<file path="src/core/sll_pkg.sv">
// Package with constants and carrier types for the shift latch LED driver.
package sll_pkg;
  localparam int SLL_WIDTH = 8;
  localparam logic [7:0] SLL_SHIFT_RESET = 8'h00;
  localparam logic [7:0] SLL_LATCH_RESET = 8'h00;
  localparam logic [2:0] SLL_SYNC_RESET = 3'h0;
  localparam logic [2:0] SLL_OEN_SYNC_RESET = 3'h7;
  localparam logic SLL_LVL_RESET = 1'h0;
  localparam logic SLL_OEN_LVL_RESET = 1'h1;
  localparam logic SLL_CASCADE_RESET = 1'h0;
  localparam logic [7:0] SLL_SINK_RESET = 8'h00;
  localparam logic [7:0] SLL_SINK_OE_RESET = 8'h00;
  localparam int SLL_CASCADE_DELAY = 8;

  typedef struct packed {
    logic data;
    logic shift_clk;
    logic latch_load;
    logic out_enable_n;
  } sll_pins_type;

  typedef struct packed {
    logic [7:0] sink_out;
    logic [7:0] sink_oe;
  } sll_drive_type;
endpackage

</file>
<file path="src/core/sll_driver.sv">
// Shift register, output latch and open-drain sink drivers sampled on the system clock.
`timescale 1ns/10ps
`default_nettype none
// Notes on behaviour
// - Each rising shift clock edge shifts the serial input into the 8-bit register.
// - While latch_load is high the latch follows the shift register.
// - Falling latch_load freezes the latch until latch_load rises again.
// - Output enable high releases all eight sinks and leaves the latch untouched.
// - Output enable low lets each sink follow its latch bit.
// - Each rising shift clock edge drives the last register bit to the cascade output.
// - Eight sink outputs, zero to seven, one per latch bit.
// - A serial input bit reaches the cascade output eight shift clocks later.
// - Shifting and latching ignore the output enable.
module sll_driver
  import sll_pkg::*;
#(
  parameter int WIDTH = SLL_WIDTH
) (
  input wire logic mclk,
  input wire logic srst,
  input wire sll_pins_type pins,
  output logic cascade_out,
  output logic [WIDTH-1:0] sink_outputs,
  output logic [WIDTH-1:0] sink_outputs_oe,
  output logic [WIDTH-1:0] latch_state
);

  ////////////////////////////////////////////////////////////////////////////
  // Pin synchronisers and filtered levels.

  logic [2:0] data_sync_reg, data_sync_next;
  logic [2:0] clk_sync_reg, clk_sync_next;
  logic [2:0] load_sync_reg, load_sync_next;
  logic [2:0] oen_sync_reg, oen_sync_next;
  logic data_lvl_reg, data_lvl_next;
  logic clk_lvl_reg, clk_lvl_next;
  logic load_lvl_reg, load_lvl_next;
  logic oen_lvl_reg, oen_lvl_next;

  function automatic logic sll_filter(input logic [2:0] s, input logic prev);
    sll_filter = (s[1] == s[2]) ? s[2] : prev;
  endfunction

  always_comb begin
    data_sync_next = {data_sync_reg[1:0], pins.data};
    clk_sync_next = {clk_sync_reg[1:0], pins.shift_clk};
    load_sync_next = {load_sync_reg[1:0], pins.latch_load};
    oen_sync_next = {oen_sync_reg[1:0], pins.out_enable_n};
    data_lvl_next = sll_filter(data_sync_reg, data_lvl_reg);
    clk_lvl_next = sll_filter(clk_sync_reg, clk_lvl_reg);
    load_lvl_next = sll_filter(load_sync_reg, load_lvl_reg);
    oen_lvl_next = sll_filter(oen_sync_reg, oen_lvl_reg);
  end

  always_ff @(posedge mclk) begin
    if (srst) begin
      data_sync_reg <= SLL_SYNC_RESET;
      clk_sync_reg <= SLL_SYNC_RESET;
      load_sync_reg <= SLL_SYNC_RESET;
      oen_sync_reg <= SLL_OEN_SYNC_RESET;
      data_lvl_reg <= SLL_LVL_RESET;
      clk_lvl_reg <= SLL_LVL_RESET;
      load_lvl_reg <= SLL_LVL_RESET;
      oen_lvl_reg <= SLL_OEN_LVL_RESET;
    end else begin
      data_sync_reg <= data_sync_next;
      clk_sync_reg <= clk_sync_next;
      load_sync_reg <= load_sync_next;
      oen_sync_reg <= oen_sync_next;
      data_lvl_reg <= data_lvl_next;
      clk_lvl_reg <= clk_lvl_next;
      load_lvl_reg <= load_lvl_next;
      oen_lvl_reg <= oen_lvl_next;
    end
  end

  ////////////////////////////////////////////////////////////////////////////
  // Shift register and cascade output.

  logic shift_edge;
  logic [WIDTH-1:0] shift_reg, shift_next;
  logic cascade_reg, cascade_next;

  function automatic logic sll_rise(input logic now_lvl, input logic old_lvl);
    sll_rise = now_lvl & ~old_lvl;
  endfunction

  assign shift_edge = sll_rise(clk_lvl_next, clk_lvl_reg);

  always_comb begin
    shift_next = shift_reg;
    cascade_next = cascade_reg;
    if (shift_edge) begin
      shift_next = {shift_reg[WIDTH-2:0], data_lvl_reg};
      cascade_next = shift_reg[WIDTH-1];
    end
  end

  always_ff @(posedge mclk) begin
    if (srst) begin
      shift_reg <= SLL_SHIFT_RESET;
      cascade_reg <= SLL_CASCADE_RESET;
    end else begin
      shift_reg <= shift_next;
      cascade_reg <= cascade_next;
    end
  end

  ////////////////////////////////////////////////////////////////////////////
  // Output latch.

  logic [WIDTH-1:0] latch_reg, latch_next;

  always_comb begin
    latch_next = load_lvl_reg ? shift_reg : latch_reg;
  end

  always_ff @(posedge mclk) begin
    if (srst) begin
      latch_reg <= SLL_LATCH_RESET;
    end else begin
      latch_reg <= latch_next;
    end
  end

  ////////////////////////////////////////////////////////////////////////////
  // Open-drain sink drivers.

  logic [WIDTH-1:0] sink_reg, sink_next;
  logic [WIDTH-1:0] sink_oe_reg, sink_oe_next;

  always_comb begin
    sink_oe_next = oen_lvl_reg ? '0 : latch_reg;
    sink_next = '0;
  end

  always_ff @(posedge mclk) begin
    if (srst) begin
      sink_reg <= SLL_SINK_RESET;
      sink_oe_reg <= SLL_SINK_OE_RESET;
    end else begin
      sink_reg <= sink_next;
      sink_oe_reg <= sink_oe_next;
    end
  end

  assign cascade_out = cascade_reg;
  assign sink_outputs = sink_reg;
  assign sink_outputs_oe = sink_oe_reg;
  assign latch_state = latch_reg;

  ////////////////////////////////////////////////////////////////////////////
  // Assertions and covers.

  property p_shift;
    @(posedge mclk) disable iff (srst)
      shift_edge |=> shift_reg[0] == $past(data_lvl_reg)
        && shift_reg[WIDTH-1:1] == $past(shift_reg[WIDTH-2:0]);
  endproperty
  a_shift: assert property (p_shift) else $error("Shift register did not shift.");

  property p_transparent;
    @(posedge mclk) disable iff (srst) load_lvl_reg |=> latch_reg == $past(shift_reg);
  endproperty
  a_transparent: assert property (p_transparent) else $error("Latch not transparent.");

  property p_hold;
    @(posedge mclk) disable iff (srst) !load_lvl_reg |=> $stable(latch_reg);
  endproperty
  a_hold: assert property (p_hold) else $error("Latch changed while closed.");

  property p_capture;
    @(posedge mclk) disable iff (srst) $fell(load_lvl_reg) |-> latch_reg == $past(shift_reg);
  endproperty
  a_capture: assert property (p_capture) else $error("Latch missed the closing copy.");

  property p_hiz;
    @(posedge mclk) disable iff (srst) oen_lvl_reg |=> sink_outputs_oe == '0;
  endproperty
  a_hiz: assert property (p_hiz) else $error("Sink driven while disabled.");

  property p_follow;
    @(posedge mclk) disable iff (srst) !oen_lvl_reg |=> sink_outputs_oe == $past(latch_reg);
  endproperty
  a_follow: assert property (p_follow) else $error("Sink does not follow latch.");

  property p_cascade;
    @(posedge mclk) disable iff (srst) shift_edge |=> cascade_out == $past(shift_reg[WIDTH-1]);
  endproperty
  a_cascade: assert property (p_cascade) else $error("Cascade output wrong.");

  property p_cascade_still;
    @(posedge mclk) disable iff (srst) !shift_edge |=> $stable(cascade_out) && $stable(shift_reg);
  endproperty
  a_cascade_still: assert property (p_cascade_still) else $error("Shift without edge.");

  property p_sink_low;
    @(posedge mclk) disable iff (srst) sink_outputs == '0;
  endproperty
  a_sink_low: assert property (p_sink_low) else $error("Sink drives high.");

  c_shift: cover property (@(posedge mclk) disable iff (srst) shift_edge);
  c_close: cover property (@(posedge mclk) disable iff (srst) $fell(load_lvl_reg));
  c_drive: cover property (@(posedge mclk) disable iff (srst) sink_outputs_oe != '0);
  c_open: cover property (@(posedge mclk) disable iff (srst) sll_rise(load_lvl_next, load_lvl_reg));
  c_shift_off: cover property (@(posedge mclk) disable iff (srst) shift_edge && oen_lvl_reg);

  property p_filter_clk;
    @(posedge mclk) disable iff (srst)
      clk_sync_reg[1] == clk_sync_reg[2] |=> clk_lvl_reg == $past(clk_sync_reg[2]);
  endproperty
  a_filter_clk: assert property (p_filter_clk) else $error("Clock level not taken.");

  property p_glitch_clk;
    @(posedge mclk) disable iff (srst) clk_sync_reg[1] != clk_sync_reg[2] |=> $stable(clk_lvl_reg);
  endproperty
  a_glitch_clk: assert property (p_glitch_clk) else $error("Clock level moved early.");

  property p_filter_data;
    @(posedge mclk) disable iff (srst)
      data_sync_reg[1] == data_sync_reg[2] |=> data_lvl_reg == $past(data_sync_reg[2]);
  endproperty
  a_filter_data: assert property (p_filter_data) else $error("Data level not taken.");

  property p_filter_load;
    @(posedge mclk) disable iff (srst)
      load_sync_reg[1] == load_sync_reg[2] |=> load_lvl_reg == $past(load_sync_reg[2]);
  endproperty
  a_filter_load: assert property (p_filter_load) else $error("Load level not taken.");

endmodule
`default_nettype wire

</file>
<file path="config.mk">
export PLATFORM = sky130hd
export DESIGN_NAME = sll_driver
export DESIGN_NICKNAME = d
export VERILOG_FILES = /design/src/core/sll_pkg.sv /design/src/core/sll_driver.sv
export SDC_FILE = /design/constraint.sdc
export NUM_CORES = 1
export LEC_CHECK = 0
export BUFFER_PORTS_ARGS = -buffer_cell sky130_fd_sc_hd__buf_2
export CAP_MARGIN = 20
export CELL_PAD_IN_SITES_DETAIL_PLACEMENT = 1
export CELL_PAD_IN_SITES_GLOBAL_PLACEMENT = 2
export CORE_AREA = 2 2 68 70
export DETAILED_ROUTE_END_ITERATION = 8
export DIE_AREA = 0 0 70 72
export PLACE_DENSITY_LB_ADDON = 0.08
export SLEW_MARGIN = 40
export SYNTH_ARGS = -nofsm -noshare
export SYNTH_HDL_FRONTEND = slang
export SYNTH_SLANG_ARGS = --single-unit
</file>
<file path="constraint.sdc">
create_clock -name mclk -period 1.36 [get_ports mclk]
set_clock_uncertainty 0.15 [all_clocks]
set_input_delay 0.272 -clock mclk [delete_from_list [all_inputs] [get_ports mclk]]
set_output_delay 0.272 -clock mclk [all_outputs]
set_load 0.02 [all_outputs]
</file>
# Yosys cells after proc, flatten, opt, wreduce, memory -nomap -nowiden
# Cells that the tools add are included.
# W data, S select, Z words.
# classes
n_reduce_logical	1
n_eq_ne	4
mux	1
bitwise_logic	2
# ops
operator	count
$eq A1 B1 Y1	4
$reduce_or A2 Y1	1
$and A1 B1 Y1	1
$mux W1	1
$not A1 Y1	1
# word_totals
in_bits	6
ff_bits	41
wordCells	20
output_inout_bits	25

# Longest topological paths before layout
# logic_depth
depth_word	3
ltp_mapped	3
ltp_nobuf	2

# Least setup slack after synthesis
# Ideal clock, no wire load.
# synth_timing
path_kind	flip-flop to flip-flop
start	register clk_lvl_reg
end	register shift_reg[0]
arrival_time_ns	0.799
stages_incl_launch_ff	4
path_slack_ns	0.339
cell_sequence	dfxtp_1 > and3b_1 > buf_6 > mux2i_1
# synth_via
elab_chain_cells	2
word_cells_on_any_way	3
cone_classes	mux (1); bitwise (2)
# synth_lines
item	line	rtl
start: declaration	sll_driver.sv:36	logic clk_lvl_reg, clk_lvl_next;
start signal: assignment	sll_driver.sv:71	clk_lvl_reg <= clk_lvl_next;
$mux W1 or $not A1 Y1 (tied branches)	sll_driver.sv:41, sll_driver.sv:85	
$and A1 B1 Y1 (*)	sll_driver.sv:85	sll_rise = now_lvl & ~old_lvl;
end signal: assignment	sll_driver.sv:104	shift_reg <= shift_next;
end: declaration	sll_driver.sv:81	logic [WIDTH-1:0] shift_reg, shift_next;
# Mark *: on every way between the ends. The rest lies on a longest branch, timed or not.
# A chain may end at the register's enable or synchronous reset.

# Worst setup path after layout
# layout_timing
start	register latch_reg[0] (netlist: latch_state[0])
end	output latch_state[0]
# layout_lines
item	line	rtl
start: declaration	sll_driver.sv:112	logic [WIDTH-1:0] latch_reg, latch_next;
start signal: assignment	sll_driver.sv:122	latch_reg <= latch_next;
end: declaration	sll_driver.sv:25	output logic [WIDTH-1:0] latch_state
# No word-level cell between the ends.

==> summary.txt <==
Placed design
  – Inst Count DP: 196
  – Placement Setup Slack: 0.0362 ns
  – Hpwl dp: 1.49 mm
  – I/O Buffers: 22
  – RePlAce Congestion: 0.674

Global routing
  – First-pass GRT wire length: 3.77 mm
  – Total grt overflow: 0
  – Vias in the first global route: 868
  – All-Layer GR Usage: 9.69%
  – Initial antenna violation count: 0
  – Largest net degree at the start of global routing: 31

Synth
  – Synthesized cell area: 1390 um^2
  – Synth Register Bits: 41
  – Cell count after synthesis: 125
  – Sequential area share after synthesis: 58.9%
  – Yosys cell types: 18
  – Yosys warns: 0
  – Average size of a mapped cell: 11.2 um^2

Die
  – Die area: 5040 um^2
  – Core Region: 4260 um^2
  – Die H: 72 um
  – Rows: 24
  – Die Wd: 70 um
  – Initial core utilization: 32.7%
  – Io pins: 31

CTS
  – # hold bufs at CTS: 0
  – Clock Tree Buf Depth: 2
  – Sinks on Clock Net: 41
  – Post-CTS Setup Bufs: 0
  – Total CTS buffers: 5
  – CTS tree: done
  – Worst-path clk slew: 0.08 ns
  – Worst skew pair latency: 0.28 ns
  – PostCTS Resize Cnt: 0
  – Root Buffer: clkbuf_8
  – CTS HTree Levels: 2

Timing
  – Tmin final: 1.22 ns
  – Max frequency: 818 MHz
  – Unrepaired setup endpoints after global routing: no
  – Final Cycle Share: 89.9%
  – Final worst slack: 0.137 ns
  – Hold Violations, Final: 0
  – Setup TNS: 0 ns
  – Slew headroom: 66.6%
  – Slew Viols, Final: 0
  – Final Setup Violations: 0
  – Actual slew at the worst max-slew pin: 0.500 ns

Layout
  – Antenna diode count: 0
  – # nets final: 157
  – Finished Layout Cells: 204
  – Layout cell share with drive strength beyond 1: 23.7%
  – Fill cells: 497
  – Core Util, Final: 39.0%
  – Layout Area Growth over Synthesis: 19.3%

Critical path
  – R2r setup slk: 0.21 ns
  – RR Endpoint: shift_reg[5]$_SDFFE_PP0P_
  – Worst Path Max Fanout: 3
  – Crit path required time: 0.94 ns
  – Worst Setup End Kind: primary output
  – Top delay family on crit path: flip-flops
  – Slowest cell on crit path: dfxtp_1
  – Crit path kind: flip-flop to primary output
  – CP peak stage delay: 0.35 ns
  – Cell Chain, Critical Path: buf_2
  – WP data arrival: 0.80 ns
  – Startpoint types: flip-flop
  – Worst Path Buf+Inv: 1
  – Worst reg-to-reg path cell count: 3
  – Critical R2R Launch: clk_sync_reg[1]$_SDFF_PP0_

Route
  – DRT iter0 DRCs: 38
  – DRT Pass-1 Iters: 4
  – DRC: 0
  – Via-to-Cell Ratio: 4.24
  – Drt wl/cell: 10.4 um
  – Total routed wirelength: 2.13 mm
  – Antenna Nets Post-Route: 0
  – DR vias: 865

Flow run
  – Max cap viols: 0

Pwr
  – Leakage: 0.689 nW
  – Power Total: 2.26 mW
  – Peak VDD IR: 0.000553 V
  – Cell Pwr Density: 1360 nW/um^2

Run status
  – Run status: finished clean

Min path
  – Hold path cells: 2
  – Worst hold path class: primary input to flip-flop
  – Hold Path Origin: pins[0]
  – Hold Path Sink: oen_sync_reg[0]$_SDFF_PP1_
-- report_power, final --
group	internal, mW	switching (mW)
Clock	0.598	0.382
Combinational	0.0216	0.0397
Sequential	1.21	0.00596
-- cells in the final DEF (no fill, tap or decap), drive strengths merged --
master  synthesis  routed
dfxtp          41      41
nand2           3       3
or2             3       3
clkbuf          0       7
and2            8       8
a21oi           4       4
nand2b         10      10
nand3b          1       1
nor2b           9       9
buf            13      25
and3b           1       1
o21bai          1       1
conb            1       8
o21ai           3       3
mux2i          17      17
bufinv          0       1
nor2           10      10
-- worst max path at each step --
| stage | from | end | slack [ns] | depth (start not counted) |
|---|---|---|---|---|
| floorplan | clk_lvl_reg$_SDFF_PP0_ | shift_reg[0]$_SDFFE_PP0P_ | 0.34 | 3 |
| global placement | srst | sink_outputs_oe[2]$_SDFF_PP0_ | 0.06 | 3 |
| detailed placement | srst | sink_outputs_oe[2]$_SDFF_PP0_ | 0.04 | 3 |
| CTS | latch_state[0]$_SDFFE_PP0P_ | latch_state[0] | 0.12 | 1 |
| global route | latch_state[0]$_SDFFE_PP0P_ | latch_state[0] | 0.07 | 1 |
| finish | latch_state[0]$_SDFFE_PP0P_ | latch_state[0] | 0.14 | 1 |
-- per-layer routing --
metal  track usage, %  up-vias  share of wire [%]
met5                0        -                  0
met4             4.49        0                1.3
met3             3.47        5                5.6
met2             18.2       22                 48
met1             9.53      405                 45
li1                 -      433                  -
-- through the flow --
stage	instance area [um^2]	hold slack [ns]
final	1660	0.0196
after global routing	1660	0.0103
after CTS	1660	0.0101
after detailed placement	1550	0.248
after global placement	1550	0.243
after floorplan	1420	0.226
-- layout make-up --
cell class / instances / area, um^2 / share of cell area (%)
Clock inverter: 1 / 30.0 / 1.81
Clock buffer: 7 / 86.3 / 5.19
Multi-Input combinational cell: 78 / 503 / 30.2
Sequential cell: 41 / 821 / 49.4
Tap cell: 52 / 65.1 / 3.91
Timing Repair Buffer: 25 / 158 / 9.48
-- cells by family after synthesis --
kind of cell / count (synthesis) / share of synthesized area [%]
AND/OR/NAND/NOR: 45 / 18.7
flip-flops: 41 / 58.9
multiplexers: 17 / 12.2
buffers and inverters: 13 / 6.91
AO/OA/AOI/OAI: 8 / 3.05
other: 1 / 0.269
-- cells in the mapped netlist --
cell type | number | area [um^2]
and3b_1 | 1 | 8.76
conb_1 | 1 | 3.75
dfxtp_1 | 41 | 821
buf_2 | 2 | 10.0
nand2b_1 | 10 | 62.6
buf_4 | 10 | 75.1
nor2_4 | 1 | 11.3
and2_1 | 8 | 50.1
nand3b_1 | 1 | 7.51
o21ai_0 | 3 | 15.0
a21oi_1 | 4 | 20.0
mux2i_1 | 17 | 170
nand2_1 | 3 | 11.3
or2_2 | 3 | 18.8
buf_6 | 1 | 11.3
o21bai_1 | 1 | 7.51
nor2b_1 | 9 | 56.3
nor2_1 | 9 | 33.8
Note: power is estimated with default switching activity, not from simulation.
